[config.mk]
export PLATFORM = sky130hd
export DESIGN_NAME = rsu_uart
export DESIGN_NICKNAME = d
export VERILOG_FILES = /design/src/design/rsu_pkg.sv /design/src/design/rsu_stream_if.sv /design/src/design/rsu_uart.sv /design/src/design/rsu_fifo.sv /design/src/design/rsu_baud.sv
export SDC_FILE = /design/constraint.sdc
export NUM_CORES = 1
export LEC_CHECK = 0
export BUFFER_PORTS_ARGS = -buffer_cell sky130_fd_sc_hd__clkbuf_2
export CAP_MARGIN = 20
export CORE_MARGIN = 2
export CORE_UTILIZATION = 38
export DETAILED_ROUTE_END_ITERATION = 7
export HOLD_SLACK_MARGIN = 0.1
export PLACE_DENSITY = 0.52
export SLEW_MARGIN = 25
export SYNTH_ARGS = -nofsm -noshare
export SYNTH_HDL_FRONTEND = slang
export SYNTH_SLANG_ARGS = --single-unit
export TNS_END_PERCENT = 1
[constraint.sdc]
create_clock -name I_CLOCK -period 3.5 [get_ports I_CLOCK]
set_clock_uncertainty 0.15 [all_clocks]
set_input_delay 0.175 -clock I_CLOCK [delete_from_list [all_inputs] [get_ports I_CLOCK]]
set_output_delay 0.175 -clock I_CLOCK [all_outputs]
set_load 0.05 [all_outputs]
[src/design/rsu_pkg.sv]
// package: register map, field positions, reset values and timing constants
package rsu_pkg;
    localparam logic [2:0] OFS_DATA = 3'h0;
    localparam logic [2:0] OFS_DIV_HI = 3'h1;
    localparam logic [2:0] OFS_IRQ_ID = 3'h2;
    localparam logic [2:0] OFS_FORMAT = 3'h3;
    localparam logic [2:0] OFS_DIRCTL = 3'h4;
    localparam logic [2:0] OFS_FLAGS = 3'h5;
    localparam int FMT_LEN_LSB = 0;
    localparam int FMT_STOP_BIT = 2;
    localparam int FMT_DIV_SEL_BIT = 7;
    localparam int CTL_RTS_BIT = 1;
    localparam int CTL_USER_BIT = 2;
    localparam int CTL_IRQ_EN_BIT = 3;
    localparam int FLG_READY_BIT = 0;
    localparam int FLG_THR_EMPTY_BIT = 5;
    localparam logic [7:0] IRQ_ID_NONE = 8'h01;
    localparam logic [7:0] IRQ_ID_RX = 8'h04;
    localparam logic [7:0] FORMAT_RESET = 8'h00;
    localparam logic [7:0] DIRCTL_RESET = 8'h00;
    localparam logic [15:0] DIVISOR_RESET = 16'h000C;
    localparam int OVERSAMPLE = 16;
    localparam int LEN_BASE = 5;
    localparam int FIFO_DEPTH = 8;
    localparam int REF_CLOCK_HZ = 1843200;
    localparam int SYS_CLOCK_HZ = 25000000;
    // reference tick accumulator step, scaled by 2^16
    localparam logic [16:0] REF_STEP = 17'((64'(REF_CLOCK_HZ) * 65536) / SYS_CLOCK_HZ);
    localparam int MIN_BAUD = 50;
    localparam int MAX_BAUD = 9600;
endpackage : rsu_pkg

[src/design/rsu_stream_if.sv]
// interface: byte stream with valid/ready between the port and its fifo
`timescale 1ns/1ns
`default_nettype none
interface rsu_stream_if #(parameter int WIDTH = 8);
    logic valid;
    logic ready;
    logic [WIDTH-1:0] data;
    modport src (output valid, output data, input ready);
    modport snk (input valid, input data, output ready);
endinterface : rsu_stream_if
`default_nettype wire

[src/design/rsu_uart.sv]
// serial port with byte-wide registers and transceiver direction output
`timescale 1ns/1ns
`default_nettype none
module rsu_uart (
    // clock, reset, enable
    input wire logic I_CLOCK,
    input wire logic I_RST,
    input wire logic I_CE,
    // host register port
    input wire logic [2:0] I_ADDR,
    input wire logic I_RD,
    input wire logic I_WR,
    input wire logic [7:0] I_WDATA,
    output logic [7:0] O_RDATA,
    output logic O_IRQ,
    // line side
    input wire logic I_RXD,
    input wire logic I_CTS,
    output logic O_TXD,
    output logic O_RTS
);
    typedef enum logic [3:0] {
        TX_IDLE = 4'b0001,
        TX_START = 4'b0010,
        TX_DATA = 4'b0100,
        TX_STOP = 4'b1000
    } rsu_tx_t;
    typedef enum logic [3:0] {
        RX_IDLE = 4'b0001,
        RX_START = 4'b0010,
        RX_DATA = 4'b0100,
        RX_STOP = 4'b1000
    } rsu_rx_t;
    logic [7:0] format_reg;
    logic [7:0] dirctl_reg;
    logic [15:0] divisor_reg;
    logic [7:0] thr_reg;
    logic thr_full_reg;
    logic tick16;
    logic div_sel;
    logic link_run;
    logic [3:0] char_len;
    logic cts_unused;
    rsu_tx_t tx_state_reg;
    logic [3:0] tx_phase_reg;
    logic [2:0] tx_bit_reg;
    logic [7:0] tx_shift_reg;
    logic tx_stop2_reg;
    rsu_rx_t rx_state_reg;
    logic [3:0] rx_phase_reg;
    logic [2:0] rx_bit_reg;
    logic [7:0] rx_shift_reg;
    logic rx_push_reg;
    logic [7:0] rx_char_reg;
    logic host_data_rd;
    logic host_data_wr;
    logic tx_load;
    rsu_stream_if #(.WIDTH(8)) rx_in ();
    rsu_stream_if #(.WIDTH(8)) rx_out ();
    assign div_sel = format_reg[rsu_pkg::FMT_DIV_SEL_BIT];
    assign link_run = !div_sel;
    assign char_len = 4'(rsu_pkg::LEN_BASE) + {2'b00, format_reg[1:0]};
    assign cts_unused = I_CTS;
    assign host_data_rd = I_RD && (I_ADDR == rsu_pkg::OFS_DATA) && !div_sel;
    assign host_data_wr = I_WR && (I_ADDR == rsu_pkg::OFS_DATA) && !div_sel;

    rsu_baud u_baud (
        .i_clk(I_CLOCK),
        .i_rst(I_RST),
        .i_ce(I_CE),
        .i_divisor(divisor_reg),
        .o_tick16(tick16)
    );

    rsu_fifo #(.WIDTH(8), .DEPTH(rsu_pkg::FIFO_DEPTH)) u_rx_fifo (
        .i_clk(I_CLOCK),
        .i_rst(I_RST),
        .i_ce(I_CE),
        .wr(rx_in.snk),
        .rd(rx_out.src)
    );
    assign rx_in.valid = rx_push_reg;
    assign rx_in.data = rx_char_reg;
    assign rx_out.ready = host_data_rd;

    // register writes
    always_ff @(posedge I_CLOCK) begin
        if (I_RST) begin
            format_reg <= rsu_pkg::FORMAT_RESET;
            dirctl_reg <= rsu_pkg::DIRCTL_RESET;
            divisor_reg <= rsu_pkg::DIVISOR_RESET;
        end else if (I_CE && I_WR) begin
            if (I_ADDR == rsu_pkg::OFS_DATA && div_sel) begin
                divisor_reg[7:0] <= I_WDATA;
            end else if (I_ADDR == rsu_pkg::OFS_DIV_HI && div_sel) begin
                divisor_reg[15:8] <= I_WDATA;
            end else if (I_ADDR == rsu_pkg::OFS_FORMAT) begin
                format_reg <= I_WDATA;
            end else if (I_ADDR == rsu_pkg::OFS_DIRCTL) begin
                dirctl_reg <= I_WDATA;
            end
        end
    end

    // holding register: set by host write wins over hand-off to shifter
    always_ff @(posedge I_CLOCK) begin
        if (I_RST) begin
            thr_reg <= 8'h00;
            thr_full_reg <= 1'b0;
        end else if (I_CE) begin
            if (host_data_wr) begin
                thr_reg <= I_WDATA;
                thr_full_reg <= 1'b1;
            end else if (tx_load) begin
                thr_full_reg <= 1'b0;
            end
        end
    end

    // read mux
    always_ff @(posedge I_CLOCK) begin
        if (I_RST) begin
            O_RDATA <= 8'h00;
        end else if (I_CE && I_RD) begin
            if (I_ADDR == rsu_pkg::OFS_DATA) begin
                O_RDATA <= div_sel ? divisor_reg[7:0] : rx_out.data;
            end else if (I_ADDR == rsu_pkg::OFS_DIV_HI) begin
                O_RDATA <= div_sel ? divisor_reg[15:8] : 8'h00;
            end else if (I_ADDR == rsu_pkg::OFS_IRQ_ID) begin
                O_RDATA <= rx_out.valid ? rsu_pkg::IRQ_ID_RX : rsu_pkg::IRQ_ID_NONE;
            end else if (I_ADDR == rsu_pkg::OFS_FORMAT) begin
                O_RDATA <= format_reg;
            end else if (I_ADDR == rsu_pkg::OFS_DIRCTL) begin
                O_RDATA <= dirctl_reg;
            end else if (I_ADDR == rsu_pkg::OFS_FLAGS) begin
                O_RDATA <= 8'h00;
                O_RDATA[rsu_pkg::FLG_READY_BIT] <= rx_out.valid;
                O_RDATA[rsu_pkg::FLG_THR_EMPTY_BIT] <= !thr_full_reg;
            end else begin
                O_RDATA <= 8'h00;
            end
        end
    end

    // direction and interrupt outputs
    always_ff @(posedge I_CLOCK) begin
        if (I_RST) begin
            O_RTS <= 1'b0;
            O_IRQ <= 1'b0;
        end else if (I_CE) begin
            O_RTS <= dirctl_reg[rsu_pkg::CTL_RTS_BIT];
            O_IRQ <= dirctl_reg[rsu_pkg::CTL_IRQ_EN_BIT] && rx_out.valid;
        end
    end

    assign tx_load = (tx_state_reg == TX_IDLE) && thr_full_reg && link_run && tick16;

    // transmitter
    always_ff @(posedge I_CLOCK) begin
        if (I_RST) begin
            tx_state_reg <= TX_IDLE;
            tx_phase_reg <= 4'h0;
            tx_bit_reg <= 3'h0;
            tx_shift_reg <= 8'h00;
            tx_stop2_reg <= 1'b0;
            O_TXD <= 1'b1;
        end else if (I_CE && tick16) begin
            case (tx_state_reg)
                TX_IDLE: begin
                    O_TXD <= 1'b1;
                    if (tx_load) begin
                        tx_shift_reg <= thr_reg;
                        tx_stop2_reg <= format_reg[rsu_pkg::FMT_STOP_BIT];
                        tx_phase_reg <= 4'h0;
                        O_TXD <= 1'b0;
                        tx_state_reg <= TX_START;
                    end
                end
                TX_START: begin
                    tx_phase_reg <= tx_phase_reg + 4'h1;
                    if (tx_phase_reg == 4'hF) begin
                        O_TXD <= tx_shift_reg[0];
                        tx_shift_reg <= {1'b0, tx_shift_reg[7:1]};
                        tx_bit_reg <= 3'h0;
                        tx_state_reg <= TX_DATA;
                    end
                end
                TX_DATA: begin
                    tx_phase_reg <= tx_phase_reg + 4'h1;
                    if (tx_phase_reg == 4'hF) begin
                        if ({1'b0, tx_bit_reg} == char_len - 4'h1) begin
                            O_TXD <= 1'b1;
                            tx_state_reg <= TX_STOP;
                        end else begin
                            O_TXD <= tx_shift_reg[0];
                            tx_shift_reg <= {1'b0, tx_shift_reg[7:1]};
                            tx_bit_reg <= tx_bit_reg + 3'h1;
                        end
                    end
                end
                TX_STOP: begin
                    tx_phase_reg <= tx_phase_reg + 4'h1;
                    if (tx_phase_reg == 4'hF) begin
                        if (tx_stop2_reg) begin
                            tx_stop2_reg <= 1'b0;
                        end else begin
                            tx_state_reg <= TX_IDLE;
                        end
                    end
                end
                default: tx_state_reg <= TX_IDLE;
            endcase
        end
    end

    // receiver: samples mid-bit on the 16x tick
    always_ff @(posedge I_CLOCK) begin
        if (I_RST) begin
            rx_state_reg <= RX_IDLE;
            rx_phase_reg <= 4'h0;
            rx_bit_reg <= 3'h0;
            rx_shift_reg <= 8'h00;
            rx_char_reg <= 8'h00;
            rx_push_reg <= 1'b0;
        end else if (I_CE) begin
            rx_push_reg <= 1'b0;
            if (tick16) begin
                case (rx_state_reg)
                    RX_IDLE: begin
                        if (!I_RXD && link_run) begin
                            rx_phase_reg <= 4'h0;
                            rx_state_reg <= RX_START;
                        end
                    end
                    RX_START: begin
                        rx_phase_reg <= rx_phase_reg + 4'h1;
                        if (rx_phase_reg == 4'h7) begin
                            if (I_RXD) begin
                                rx_state_reg <= RX_IDLE;
                            end else begin
                                rx_phase_reg <= 4'h0;
                                rx_bit_reg <= 3'h0;
                                rx_shift_reg <= 8'h00;
                                rx_state_reg <= RX_DATA;
                            end
                        end
                    end
                    RX_DATA: begin
                        rx_phase_reg <= rx_phase_reg + 4'h1;
                        if (rx_phase_reg == 4'hF) begin
                            rx_shift_reg <= {I_RXD, rx_shift_reg[7:1]};
                            if ({1'b0, rx_bit_reg} == char_len - 4'h1) begin
                                rx_state_reg <= RX_STOP;
                            end else begin
                                rx_bit_reg <= rx_bit_reg + 3'h1;
                            end
                        end
                    end
                    RX_STOP: begin
                        rx_phase_reg <= rx_phase_reg + 4'h1;
                        if (rx_phase_reg == 4'hF) begin
                            rx_char_reg <= rx_shift_reg >> (4'h8 - char_len);
                            rx_push_reg <= I_RXD;
                            rx_state_reg <= RX_IDLE;
                        end
                    end
                    default: rx_state_reg <= RX_IDLE;
                endcase
            end
        end
    end

    property p_rts_follows;
        @(posedge I_CLOCK) disable iff (I_RST)
        I_CE |=> (O_RTS == $past(dirctl_reg[rsu_pkg::CTL_RTS_BIT]));
    endproperty
    a_rts_follows: assert property (p_rts_follows) else $error("rts not following control bit");

    property p_irq_gate;
        @(posedge I_CLOCK) disable iff (I_RST)
        !dirctl_reg[rsu_pkg::CTL_IRQ_EN_BIT] && I_CE |=> !O_IRQ;
    endproperty
    a_irq_gate: assert property (p_irq_gate) else $error("irq without enable");

    property p_thr_set;
        @(posedge I_CLOCK) disable iff (I_RST)
        host_data_wr && I_CE |=> thr_full_reg;
    endproperty
    a_thr_set: assert property (p_thr_set) else $error("holding flag not set by write");

    property p_silent_div;
        @(posedge I_CLOCK) disable iff (I_RST)
        div_sel && tx_state_reg == TX_IDLE |=> tx_state_reg == TX_IDLE;
    endproperty
    a_silent_div: assert property (p_silent_div) else $error("transmit while divisor selected");

    property p_id_read;
        @(posedge I_CLOCK) disable iff (I_RST)
        I_CE && I_RD && I_ADDR == rsu_pkg::OFS_IRQ_ID |=>
            (O_RDATA == rsu_pkg::IRQ_ID_RX || O_RDATA == rsu_pkg::IRQ_ID_NONE);
    endproperty
    a_id_read: assert property (p_id_read) else $error("bad interrupt id value");

    property p_div_lo;
        @(posedge I_CLOCK) disable iff (I_RST)
        I_CE && I_WR && div_sel && I_ADDR == rsu_pkg::OFS_DATA |=> divisor_reg[7:0] == $past(I_WDATA);
    endproperty
    a_div_lo: assert property (p_div_lo) else $error("divisor low byte not loaded");

    property p_idle_line;
        @(posedge I_CLOCK) disable iff (I_RST)
        tx_state_reg == TX_IDLE && !tx_load |=> O_TXD;
    endproperty
    a_idle_line: assert property (p_idle_line) else $error("line not marking when idle");

    property p_stop_high;
        @(posedge I_CLOCK) disable iff (I_RST)
        tx_state_reg == TX_STOP |-> O_TXD;
    endproperty
    a_stop_high: assert property (p_stop_high) else $error("stop bit low");
endmodule : rsu_uart
`default_nettype wire

[src/design/rsu_fifo.sv]
// synchronous fifo with valid/ready on both sides
`timescale 1ns/1ns
`default_nettype none
module rsu_fifo #(
    parameter int WIDTH = 8,
    parameter int DEPTH = 8
) (
    input wire logic i_clk,
    input wire logic i_rst,
    input wire logic i_ce,
    rsu_stream_if.snk wr,
    rsu_stream_if.src rd
);
    localparam int AW = $clog2(DEPTH);
    logic [WIDTH-1:0] mem [DEPTH];
    logic [AW-1:0] wp_reg;
    logic [AW-1:0] rp_reg;
    logic [AW:0] cnt_reg;
    logic push;
    logic pop;
    assign wr.ready = (cnt_reg != (AW+1)'(DEPTH));
    assign rd.valid = (cnt_reg != '0);
    assign rd.data = mem[rp_reg];
    assign push = wr.valid && wr.ready;
    assign pop = rd.valid && rd.ready;
    always_ff @(posedge i_clk) begin
        if (i_ce && push) begin
            mem[wp_reg] <= wr.data;
        end
    end
    always_ff @(posedge i_clk) begin
        if (i_rst) begin
            wp_reg <= '0;
            rp_reg <= '0;
            cnt_reg <= '0;
        end else if (i_ce) begin
            if (push) begin
                wp_reg <= (wp_reg == AW'(DEPTH-1)) ? '0 : wp_reg + 1'b1;
            end
            if (pop) begin
                rp_reg <= (rp_reg == AW'(DEPTH-1)) ? '0 : rp_reg + 1'b1;
            end
            if (push && !pop) begin
                cnt_reg <= cnt_reg + 1'b1;
            end else if (pop && !push) begin
                cnt_reg <= cnt_reg - 1'b1;
            end
        end
    end
    property p_no_overflow;
        @(posedge i_clk) disable iff (i_rst)
        (cnt_reg <= (AW+1)'(DEPTH)) && ((cnt_reg == (AW+1)'(DEPTH)) == !wr.ready);
    endproperty
    a_no_overflow: assert property (p_no_overflow) else $error("fifo ready while full");
endmodule : rsu_fifo
`default_nettype wire

[src/design/rsu_baud.sv]
// baud tick generator: 16x oversample ticks from reference over divisor
`timescale 1ns/1ns
`default_nettype none
module rsu_baud (
    input wire logic i_clk,
    input wire logic i_rst,
    input wire logic i_ce,
    input wire logic [15:0] i_divisor,
    output logic o_tick16
);
    logic [16:0] acc_reg;
    logic [16:0] acc_sum;
    logic [15:0] div_cnt_reg;
    logic ref_tick;
    assign acc_sum = {1'b0, acc_reg[15:0]} + rsu_pkg::REF_STEP;
    // fractional accumulator recreates the reference clock rate
    always_ff @(posedge i_clk) begin
        if (i_rst) begin
            acc_reg <= '0;
        end else if (i_ce) begin
            acc_reg <= acc_sum;
        end
    end
    assign ref_tick = acc_reg[16];
    always_ff @(posedge i_clk) begin
        if (i_rst) begin
            div_cnt_reg <= 16'h0001;
            o_tick16 <= 1'b0;
        end else if (i_ce) begin
            o_tick16 <= 1'b0;
            if (ref_tick) begin
                if (div_cnt_reg <= 16'h0001) begin
                    div_cnt_reg <= (i_divisor == 16'h0000) ? 16'h0001 : i_divisor;
                    o_tick16 <= 1'b1;
                end else begin
                    div_cnt_reg <= div_cnt_reg - 16'h0001;
                end
            end
        end
    end
endmodule : rsu_baud
`default_nettype wire

After elaboration in Yosys (flattened, before gate mapping)
Memories as Yosys holds them, arrays and structs flattened. A register that Yosys moved wholly into a read port is not among the register bits.
Cells that the tools add are included.
{ "word_totals": {"word_cells": 211, "ff_bits": 144, "output_inout_bits": 11, "mem_count": 1, "mem_bits_rw": 64} }
{ "memory_table": {"columns": ["memory", "words", "width", "rd", "rd_ports_with_merged_regs", "write_ports", "line_no", "source"], "rows": [
  ["u_rx_fifo.mem", 8, 8, 1, 1, 1, "rsu_fifo.sv:15", "logic [WIDTH-1:0] mem [DEPTH];"]
]} }
{ "classes": {"shift": 1, "n_bitwise": 3, "reduce_logical": 58, "n_eq_ne": 35, "magnitude_cmp": 1, "mux": 72, "n_addsub": 13} }
{ "ops": {"columns": ["cell", "count"], "rows": [
  ["$mux W8", 14],
  ["$mux W4", 17],
  ["$mux W3", 13],
  ["$mux W16", 2],
  ["$pmux W4 S4", 2],
  ["$ne A2 B2 Y1 const B", 14],
  ["$pmux W8 S3", 1],
  ["$reduce_and A7 Y1", 3],
  ["$reduce_and A4 Y1", 5],
  ["$logic_and A1 B1 Y1", 19],
  ["$add A16 B13 Y17 const B", 1],
  ["$eq A4 B4 Y1 const B", 4],
  ["$le A16 B1 Y1 const B", 1],
  ["$logic_not A16 Y1", 1],
  ["$pmux W8 S2", 1],
  ["$sub A16 B1 Y16 const B", 1],
  ["$mux W1", 15],
  ["$reduce_and A2 Y1", 7],
  ["$add A3 B1 Y3 const B", 4],
  ["$add A4 B1 Y4 const B", 3],
  ["$eq A3 B3 Y1 const B", 4],
  ["$eq A4 B3 Y1 const B", 3],
  ["$pmux W3 S2", 2],
  ["$pmux W4 S3", 1],
  ["25 further kinds", 45]
]} }

Longest topological paths before layout
Gate-level depths: netlist of the first run.
{ "depth": {"ltp_word": 8, "mapped_depth": 11, "ltp_nobuf": 11} }

Hierarchy
A second synthesis of the first run with hierarchy kept.
{ "unflattened": {"hier_cells": 939, "hier_area_um2": 9815.7} }
{ "modules_own_cells": {"columns": ["module", "instances", "cells_each", "area_per_inst_um2", "seq_area_each_um2"], "rows": [
  ["rsu_uart", 1, 544, 4778.3, 2001.9],
  ["rsu_fifo", 1, 166, 3153.0, 2182.1],
  ["rsu_baud", 1, 229, 1884.3, 680.7]
]} }

Worst setup path after synthesis of the first run
Ideal clock, no wire load.
{ "synth_timing": {"path_kind": "register -> register", "from": "register u_rx_fifo.cnt_reg[0]", "to": "register u_rx_fifo.cnt_reg[3]", "stages_incl_launch_ff": 12, "setup_time_ps": 116, "path_slack_ps": 925, "required_time_ps": 3234, "synth_period_minus_slack_ps": 2575, "arrival_ps": 2309, "path_cell_list": "dfxtp_1 -> or4_1 -> clkbuf_1 -> nand3_1 -> ha_1 -> inv_1 -> ha_1 -> a21o_1 -> a21oi_1 -> xnor2_1 -> a21oi_1 -> a31o_2"} }
{ "synth_between": {"elab_chain_cells": 6, "word_cells_on_any_way": 14} }
{ "synth_rtl": {"columns": ["element", "line_no", "source"], "rows": [
  ["start, declared", "rsu_fifo.sv:18", "logic [AW:0] cnt_reg;"],
  ["start signal, assigned", "rsu_fifo.sv:44", "cnt_reg <= cnt_reg + 1'b1;"],
  ["start signal, assigned", "rsu_fifo.sv:46", "cnt_reg <= cnt_reg - 1'b1;"],
  ["branches (longest 6 deep; another with $sub A4 B1 Y4)", null, null]
]} }
Several ways; the timed one is not identified. The select of a mux whose other input is x is not followed.
A chain may end at the register's enable or synchronous reset.

Worst setup path in the final report of the first run
{ "layout_timing": {"from": "register u_baud.div_cnt_reg[11]", "to": "register u_baud.div_cnt_reg[0]"} }
{ "layout_between": {"elab_chain_cells": 2} }
{ "layout_rtl": {"columns": ["element", "line_no", "source"], "rows": [
  ["start, declared", "rsu_baud.sv:13", "logic [15:0] div_cnt_reg;"],
  ["start signal, assigned", "rsu_baud.sv:33", "div_cnt_reg <= (i_divisor == 16'h0000) ? 16'h0001 : i_divisor;"],
  ["start signal, assigned", "rsu_baud.sv:36", "div_cnt_reg <= div_cnt_reg - 16'h0001;"],
  ["$le A16 B1 Y1", "rsu_baud.sv:32", "if (div_cnt_reg <= 16'h0001) begin"],
  ["$mux W16", "rsu_baud.sv:32", null]
]} }
Every way passes these cells.

==> summary.md, run 1 <==
| Metric | Value |
|---|---|
| Share of cell area taken by muxes after synthesis | `11.0%` |
| Dominant register cell in the synthesized netlist | `sky130_fd_sc_hd__dfxtp_1` |
| Fin crit share | `81.4%` |
| Fraction of registers with async set or reset after synthesis | `0%` |
| Area share of the leading cell type in the synthesized netlist | `30.3%` |
| Total global routing overflow | `0` |
| Maximum level of the CTS H-tree | `1` |
| Seq pwr share | `approximately 47%` |
| Unique masters post-synth | `77` |
| X dimension of the die | `about 160 um` |
| Cell area after synthesis | `9710 um^2` |
| Clock insertion delay at the later pin of the skew report | `0.52 ns` |
| Final Routed Wirelength | `23.8 mm` |
| CTS Root Cell | `sky130_fd_sc_hd__clkbuf_16` |
| Worst min path class | `in2reg` |
| Largest family of logic cells by synthesized area | `simple AND/OR/NAND/NOR gates` |
| Outcome | `finished, final reports clean` |
| Initial core utilization | `between 30 and 40%` |
| Std cell rows | `58` |
| Sequential area share after synthesis | `50.1%` |
| Routed vias | `7,240` |
| Lkg Pwr | `4.13 nW` |
| Setup violators final | `0` |
| Pre-Repair DR Iteration Count | `5` |
| Critical Path Source Type | `flop` |
| Power density of the placed cells | `488 nW/um^2` |
| Worst Setup SP | `u_baud.div_cnt_reg[11]` |
| Synth Net Count | `989` |
| Final Wtd Congestion | `0.807` |
| Number of synthesized flops with an enable pin | `64` |
| Category of cells accounting for the largest share of critical-path delay | `simple AND/OR/NAND/NOR gates` |
| Number of cells on the worst reg-to-reg path | `5` |
| Per-instance average area after synthesis | `roughly 10 um^2` |
| First-pass GRT wire length | `38.2 mm` |
| Sum of buffers and inverters on the critical path | `0` |
| Overall global routing resource usage | `17.9%` |
| Fin worst setup slack | `0.652 ns` |
| DRC violations left | `0` |
| Worst setup slack after placement | `0.730 ns` |
| Setup total negative slack | `0 ns` |
| Number of CTS-inserted buffers | `25` |
| Arrival time worst endpoint | `3.09 ns` |
| Register-to-register path setup slack | `roughly 0.65 ns` |
| RR Endpoint | `u_baud.div_cnt_reg[0]` |
| Largest net degree at the start of global routing | `84` |
| Max VDD drop | `0.325 mV` |
| Synthesized-area fraction occupied by xor and xnor cells | `2.24%` |
| Count of inserted antenna diode cells | `0` |
| Setup crit end kind | `flop` |
| Critical path start-end classification | `reg2reg` |
| Final Cell Area | `11,200 um^2` |
| Clock tree from TritonCTS | `done` |
| Number of instances resized during post-cts repair | `0` |
| Top Ports | `29` |
| Adder and majority cell fraction of the synthesized area | `2.01%` |
| Number of nets at the end of the flow | `just over 1,000` |
| Routed vias/inst | `5.39` |
| Final hold viol count | `0` |
| Core occupancy in the finished layout | `44.7%` |
| Number of placed instances, taps included | `1,284` |
| Die H | `164 um` |
| Area grow syn2layout | `15.6%` |
| Number of sinks driven by the clock tree | `around 210` |
| Placed cell areas | `10,200 um^2` |
| Path length in cells of the critical path | `5` |
| Delay contributed by the slowest stage of the critical path | `0.62 ns` |
| Highest-count cells in the layout ignoring fill and taps | `sky130_fd_sc_hd__dfxtp_1, sky130_fd_sc_hd__nor2_1, sky130_fd_sc_hd__nand2_1` |
| Most common library cell in the layout ignoring fill and taps | `sky130_fd_sc_hd__dfxtp_1` |
| Pint | `~4.3 mW` |
| Slew Limit Fails | `0` |
| DRC marker count from the first detailed-route iteration | `517` |
| Pin slew with the least headroom to its limit | `roughly 0.95 ns` |
| Termination of the worst setup path | `u_baud.div_cnt_reg[0]` |
| Psw | `1.23 mW` |
| Area share of and/or/nand/nor cells after synthesis | `roughly 18%` |
| Number of warnings printed during yosys synthesis | `0` |
| Switching share of total power | `22.4%` |
| Cells taking the most area after synthesis | `sky130_fd_sc_hd__dfxtp_1, sky130_fd_sc_hd__edfxtp_1, sky130_fd_sc_hd__mux2i_1, sky130_fd_sc_hd__mux4_2, sky130_fd_sc_hd__nor2_1` |
| RSZ-0062 raised after global routing | `false` |
| Number of port buffers | `27` |
| Core Footprint | `25,100 um^2` |
| Complex-gate fraction of the synthesized area | `13.4%` |
| Post-detailed-route wirelength per cell | `roughly 18 um` |
| Ratio of cells with drive above 1 in the final layout | `roughly 15%` |
| Logic gate share of total power | `4.7%` |
| FF-to-FF Start | `u_baud.div_cnt_reg[11]` |
| Mapped Cells | `956` |
| Post-DP HPWL | `16.0 mm` |
| Clock slew at the register clock pins of the worst setup and hold paths | `0.06 ns` |
| Cell mode on critical path | `sky130_fd_sc_hd__nor4_1` |
| Critical-path cell with the highest stage delay | `sky130_fd_sc_hd__or2_2` |
| Vias in the first global route | `between 6,000 and 7,000` |
| Antenna violation net count after detailed routing | `0` |
| Number of cells in the finished layout apart from fillers | `between 1,000 and 1,500` |
| Die Footprint | `26,900 um^2` |
| Req. time, crit path | `3.74 ns` |
| Relative max-transition margin | `36.3%` |
| Max FFs per register | `64` |
| Peak Freq | `351 MHz` |
| Worst path cell trace | `nor4_1 > o2111ai_1 > or2_2 > nor4_1 > o31ai_1` |
| Number of antenna violations at the first check in global routing | `0` |
| Clock network power share | `48.1%` |
| CTS Buffer Depth | `3` |
| Cell type with the highest aggregate area in the netlist | `sky130_fd_sc_hd__dfxtp_1` |
| Worst-path maximum fanout | `12` |
| #FFs+latches synth | `between 200 and 250` |
| Time the worst path needs with I/O delays and setup | `2.85 ns` |
| Number of max-cap violations | `0` |
==> power groups by stage <==
stage / Sequential (mW) / Combinational (mW) / Clock, mW
3_3_place_gp: 2.64 / 0.246 / 0
2_1_floorplan: 2.64 / 0.161 / 0
5_1_grt: 2.59 / 0.288 / 2.78
4_1_cts: 2.59 / 0.262 / 2.70
3_5_place_dp: 2.64 / 0.249 / 0
6_report: 2.59 / 0.260 / 2.63
==> layout make-up <==
type | count | area, um^2
Clock inverter | 9 | 78.8
Fill cell | 2473 | 13900
Sequential cell | 211 | 4860
Timing Repair Buffer | 67 | 470
Multi-Input combinational cell | 665 | 4530
Tap cell | 330 | 413
Inverter | 24 | 90.1
Clock buffer | 36 | 779
==> worst min-delay path by stage <==
| stage | start | to | slack, ns | cells after the start |
|---|---|---|---|---|
| 6_report | I_ADDR[0] | divisor_reg[8] | 0.13 | 5 |
| 5_1_grt | I_ADDR[1] | O_RDATA[0] | 0.18 | 3 |
| 4_1_cts | I_ADDR[0] | divisor_reg[8] | 0.11 | 5 |
| 3_5_place_dp | thr_reg[1] | thr_reg[1] | 0.30 | 2 |
| 3_3_place_gp | thr_reg[1] | thr_reg[1] | 0.30 | 2 |
| 2_1_floorplan | I_WDATA[3] | divisor_reg[3] | 0.15 | 2 |
==> worst min-delay path: cells and delay by family <==
family                 cells  cell delay [ns]
buffers and inverters      1             0.21
AND/OR/NAND/NOR            3             0.26
multiplexers               1             0.11
==> kinds of logic (layout without fill, tap and decap cells) <==
logic type | after synthesis | count (layout)
DFF | 211 | 211
and+or+nand+nor | 357 | 357
AOI/OAI and AO/OA | 188 | 188
adders and majority gates | 15 | 15
xor gates and xnor gates | 24 | 24
buffers and inverters | 80 | 136
muxes | 81 | 81
==> stage by stage <==
stage	hold slack [ns]	power, mW
global placement	0.296	2.88
global route	0.183	5.66
detailed placement	0.305	2.89
finish	0.130	5.48
floorplan	0.153	2.80
CTS	0.108	5.54
==> cell usage after synthesis, types with 5 or more instances <==
| cell type | count |
|---|---|
| sky130_fd_sc_hd__a21oi_1 | 56 |
| sky130_fd_sc_hd__nor3_1 | 30 |
| sky130_fd_sc_hd__o22ai_1 | 5 |
| sky130_fd_sc_hd__and2_1 | 5 |
| sky130_fd_sc_hd__a22oi_1 | 8 |
| sky130_fd_sc_hd__nor2b_1 | 7 |
| sky130_fd_sc_hd__o211ai_1 | 8 |
| sky130_fd_sc_hd__a211oi_1 | 5 |
| sky130_fd_sc_hd__a31oi_1 | 9 |
| sky130_fd_sc_hd__nand3_1 | 26 |
| sky130_fd_sc_hd__xor2_1 | 12 |
| sky130_fd_sc_hd__nor2_1 | 117 |
| sky130_fd_sc_hd__a311oi_1 | 6 |
| sky130_fd_sc_hd__or3_1 | 11 |
| sky130_fd_sc_hd__nand2_1 | 90 |
| sky130_fd_sc_hd__nand3b_1 | 5 |
| sky130_fd_sc_hd__mux2i_1 | 56 |
| sky130_fd_sc_hd__ha_1 | 14 |
| sky130_fd_sc_hd__a221oi_1 | 7 |
| sky130_fd_sc_hd__o31ai_1 | 7 |
| sky130_fd_sc_hd__or4_1 | 6 |
| sky130_fd_sc_hd__a22o_1 | 8 |
| sky130_fd_sc_hd__nand4_1 | 8 |
| sky130_fd_sc_hd__inv_1 | 23 |
| sky130_fd_sc_hd__edfxtp_1 | 64 |
| sky130_fd_sc_hd__dfxtp_1 | 147 |
| sky130_fd_sc_hd__nor3b_1 | 5 |
| sky130_fd_sc_hd__and3_1 | 5 |
| sky130_fd_sc_hd__clkbuf_1 | 47 |
| sky130_fd_sc_hd__mux2_2 | 5 |
| sky130_fd_sc_hd__nor4_1 | 12 |
| sky130_fd_sc_hd__o21ai_0 | 28 |
| sky130_fd_sc_hd__nor4b_1 | 6 |
| sky130_fd_sc_hd__nand2b_1 | 7 |
| sky130_fd_sc_hd__mux4_2 | 20 |
| sky130_fd_sc_hd__xnor2_1 | 11 |
==> metal layers <==
metal  GRT usage [%]  share of wire (%)  vias to the layer above
met5               0                  0                        -
met3            2.22                3.4                       26
li1                -                  -                     3608
met1            26.1                 50                     3478
met2            28.3                 45                      128
met4            3.99                1.5                        0
==> repair_timing <==
action / 4_1_cts / 5_1_grt
hold buffers: 13 / 0
hold endpoints to repair: 84 / 0
setup buffers: 0 / 0
No activity file was read; power rests on OpenSTA's default activity.
==> run 2, diff against run 1 <==
==> constraint.sdc (replaced) <==
create_clock -name I_CLOCK -period 3 [get_ports I_CLOCK]
set_clock_uncertainty 0.15 [all_clocks]
set_input_delay 0.15 -clock I_CLOCK [delete_from_list [all_inputs] [get_ports I_CLOCK]]
set_output_delay 0.15 -clock I_CLOCK [all_outputs]
set_load 0.05 [all_outputs]
==> run 2 against run 1 <==
Effect of this change: clock power up 14%; non-clock buffer count increased by 12; count of clock-buffer cells in the layout decreased by 2; wire length fell by 1.1%; critical path depth grew 5; global-route usage down 0.22 points; sequential share of layout area fell by 0.24 points; design area rose by 0.56%; power up 15%; hold slack worse by 0.0082 ns.
==> summary.md, run 2 (synthesized netlist as in run 1, its figures left out) <==
| Metric | Value |
|---|---|
| Outcome | `finished, final reports clean` |
| Number of cells on the worst reg-to-reg path | `10 (+5)` |
| Number of sinks driven by the clock tree | `211 (unchanged)` |
| FF-to-FF Start | `u_rx_fifo.cnt_reg[0]` |
| Count of inserted antenna diode cells | `0 (unchanged)` |
| Hold Path Origin | `I_WR` |
| Number of cells in the finished layout apart from fillers | `1,352 (+0.75%)` |
| Die Footprint | `26,900 um^2 (unchanged)` |
| Clock slew at the register clock pins of the worst setup and hold paths | `0.06 ns (about the same)` |
| RSZ-0062 raised after global routing | `false` |
| Peak Freq | `381 MHz (+8.5%)` |
| Fin crit share | `87.5% (+6.1 points)` |
| Vias in the first global route | `6,840 (-2.2%)` |
| Critical-path cell with the highest stage delay | `sky130_fd_sc_hd__or4_1` |
| Core Footprint | `25,100 um^2 (unchanged)` |
| Number of port buffers | `27 (unchanged)` |
| Maximum level of the CTS H-tree | `1 (unchanged)` |
| Clock tree from TritonCTS | `done` |
| Critical Path Source Type | `flop` |
| Final hold viol count | `0 (unchanged)` |
| Fin worst setup slack | `0.375 ns (-0.276 ns)` |
| Setup total negative slack | `0 ns (unchanged)` |
| Overall global routing resource usage | `17.6% (-0.22 points)` |
| First-pass GRT wire length | `37.6 mm (-1.6%)` |
| Setup crit end kind | `flop` |
| Area of the multi-input gates | `4530 um^2 (unchanged)` |
| CTS Buffer Depth | `3 (unchanged)` |
| Worst Hold Endpoint | `thr_full_reg` |
| Number of max-cap violations | `0 (unchanged)` |
| Die H | `164 um (unchanged)` |
| Top Ports | `29 (unchanged)` |
| Area grow syn2layout | `16.3%` |
| Worst Hold Path Cells | `3 (-2)` |
| Setup violators final | `0 (unchanged)` |
| Largest net degree at the start of global routing | `48 (-43%)` |
| Worst-path maximum fanout | `5 (-7)` |
| Lkg Pwr | `4.15 nW (+0.65%)` |
| Req. time, crit path | `3.26 ns (-0.48 ns)` |
| Slew Limit Fails | `0 (unchanged)` |
| Number of instances resized during post-cts repair | `0 (unchanged)` |
| CTS Root Cell | `sky130_fd_sc_hd__clkbuf_16` |
| Initial core utilization | `38.7% (unchanged)` |
| Sum of buffers and inverters on the critical path | `1 (+1)` |
| Total global routing overflow | `0 (unchanged)` |
| Most common library cell in the layout ignoring fill and taps | `sky130_fd_sc_hd__dfxtp_1` |
| Post-DP HPWL | `16.1 mm (+0.55%)` |
| Antenna violation net count after detailed routing | `0 (unchanged)` |
| Arrival time worst endpoint | `2.88 ns (-0.21 ns)` |
| DRC marker count from the first detailed-route iteration | `535 (+3.5%)` |
| Register-to-register path setup slack | `0.38 ns (-0.28 ns)` |
| Max FFs per register | `64 (unchanged)` |
| Power density of the placed cells | `560 nW/um^2 (+15%)` |
| Pin slew with the least headroom to its limit | `0.642 ns (-0.312 ns)` |
| Worst min path class | `in2reg` |
| Number of CTS-inserted buffers | `24 (-4.0%)` |
| Highest-count cells in the layout ignoring fill and taps | `sky130_fd_sc_hd__dfxtp_1, sky130_fd_sc_hd__nor2_1, sky130_fd_sc_hd__nand2_1` |
| Number of placed instances, taps included | `1,293 (+0.70%)` |
| Ratio of cells with drive above 1 in the final layout | `14.8% (+0.25 points)` |
| Final Routed Wirelength | `23.5 mm (-1.1%)` |
| Time the worst path needs with I/O delays and setup | `2.62 ns (-0.224 ns)` |
| Critical path start-end classification | `reg2reg` |
| Relative max-transition margin | `56.1% (+20 points)` |
| RR Endpoint | `u_rx_fifo.cnt_reg[3]` |
| Worst path cell trace | `or4_1 > nand3_1 > ha_1 > inv_1 > ha_1 > a21o_1 > a21oi_1 > xnor2_1 > a21oi_1 > a31o_2` |
| Category of cells accounting for the largest share of critical-path delay | `simple AND/OR/NAND/NOR gates` |
| Pre-Repair DR Iteration Count | `5 (unchanged)` |
| DRC violations left | `0 (unchanged)` |
| Post-detailed-route wirelength per cell | `17.4 um (-1.8%)` |
| Number of nets at the end of the flow | `1,038 (+1.1%)` |
| Routed vias | `7,205 (-0.48%)` |
| Count of filler cells inserted in the layout | `2,444 (-1.2%)` |
| X dimension of the die | `164 um (unchanged)` |
| Std cell rows | `58 (unchanged)` |
| Clock insertion delay at the later pin of the skew report | `0.51 ns (about the same)` |
| Max VDD drop | `0.330 mV (+1.8%)` |
| Delay contributed by the slowest stage of the critical path | `0.55 ns (-0.07 ns)` |
| Number of antenna violations at the first check in global routing | `0 (unchanged)` |
| Storage cell area | `4860 um^2 (unchanged)` |
| Worst setup slack after placement | `0.378 ns (-0.352 ns)` |
| Routed vias/inst | `5.33 (-1.2%)` |
| Final Wtd Congestion | `0.806 (-0.15%)` |
run 2: changes by cell type in the layout (fill, tap and decap cells not counted):
cell	delta
sky130_fd_sc_hd__buf_4	+9
sky130_fd_sc_hd__clkbuf_1	+3
sky130_fd_sc_hd__clkbuf_8	-3
sky130_fd_sc_hd__dlygate4sd3_1	+3
sky130_fd_sc_hd__clkinvlp_4	+2
sky130_fd_sc_hd__bufinv_16	+1
sky130_fd_sc_hd__clkbuf_16	-1
sky130_fd_sc_hd__clkbuf_2	-1
sky130_fd_sc_hd__clkinv_2	-1
sky130_fd_sc_hd__clkinv_4	-1
sky130_fd_sc_hd__inv_4	-1
run 2: power by group:
group	switching, mW	total, mW	internal [mW]
Sequential	0.0546	3.02	2.96
Clock	1.16	3.00	1.84
Combinational	0.189	0.309	0.120
run 2: metrics by stage:
step                hold WS, ns  util, %  power (mW)  instance area (um^2)
finish                    0.122     45.0        6.33                 11300
detailed placement        0.305     41.1        3.37                 10300
global route              0.187     45.0        6.57                 11300
floorplan                 0.128        -        3.27                  9710
CTS                       0.116     45.0        6.42                 11300
global placement          0.302     41.1        3.37                 10300
run 2: per-layer routing:
layer,wire [um],GRT usage [%],up-vias
li1,-,-,3615
met3,991,2.15,31
met2,10400,27.5,138
met5,0,0,-
met4,397,4.31,0
met1,11700,26.1,3421
run 2: worst max-delay path by stage:
| stage | startpoint | to | slack [ns] | depth (start not counted) |
|---|---|---|---|---|
| after detailed placement | u_rx_fifo.cnt_reg[0] | u_rx_fifo.cnt_reg[3] | 0.38 | 10 |
| after floorplan | u_rx_fifo.cnt_reg[0] | u_rx_fifo.cnt_reg[3] | 0.43 | 11 |
| after global placement | u_rx_fifo.cnt_reg[0] | u_rx_fifo.cnt_reg[3] | 0.42 | 10 |
| after global routing | u_rx_fifo.cnt_reg[0] | u_rx_fifo.cnt_reg[3] | 0.22 | 10 |
| after CTS | u_rx_fifo.cnt_reg[0] | u_rx_fifo.cnt_reg[3] | 0.38 | 10 |
| final | u_rx_fifo.cnt_reg[0] | u_rx_fifo.cnt_reg[3] | 0.38 | 10 |
run 2: area by class of cell:
type                            count  share of cell area, %
Clock buffer                       34                   6.37
Clock inverter                      9                  0.920
Inverter                           24                  0.798
Multi-Input combinational cell    665                   40.2
Sequential cell                   211                   43.1
Tap cell                          330                   3.66
Timing Repair Buffer               79                   5.03
run 2: timing repair:
action / 4_1_cts / 5_1_grt
hold buffers: 16 / 0
hold endpoints to repair: 79 / 0
setup buffers: 0 / 0
run 2: worst reg2reg max path, stage by stage, from the launching register on:
cell and delay (ns):
sky130_fd_sc_hd__dfxtp_1 0.36, sky130_fd_sc_hd__or4_1 0.55, sky130_fd_sc_hd__nand3_1 0.13, sky130_fd_sc_hd__ha_1 0.15
sky130_fd_sc_hd__inv_1 0.09, sky130_fd_sc_hd__ha_1 0.28, sky130_fd_sc_hd__a21o_1 0.17, sky130_fd_sc_hd__a21oi_1 0.16
sky130_fd_sc_hd__xnor2_1 0.16, sky130_fd_sc_hd__a21oi_1 0.09, sky130_fd_sc_hd__a31o_2 0.23
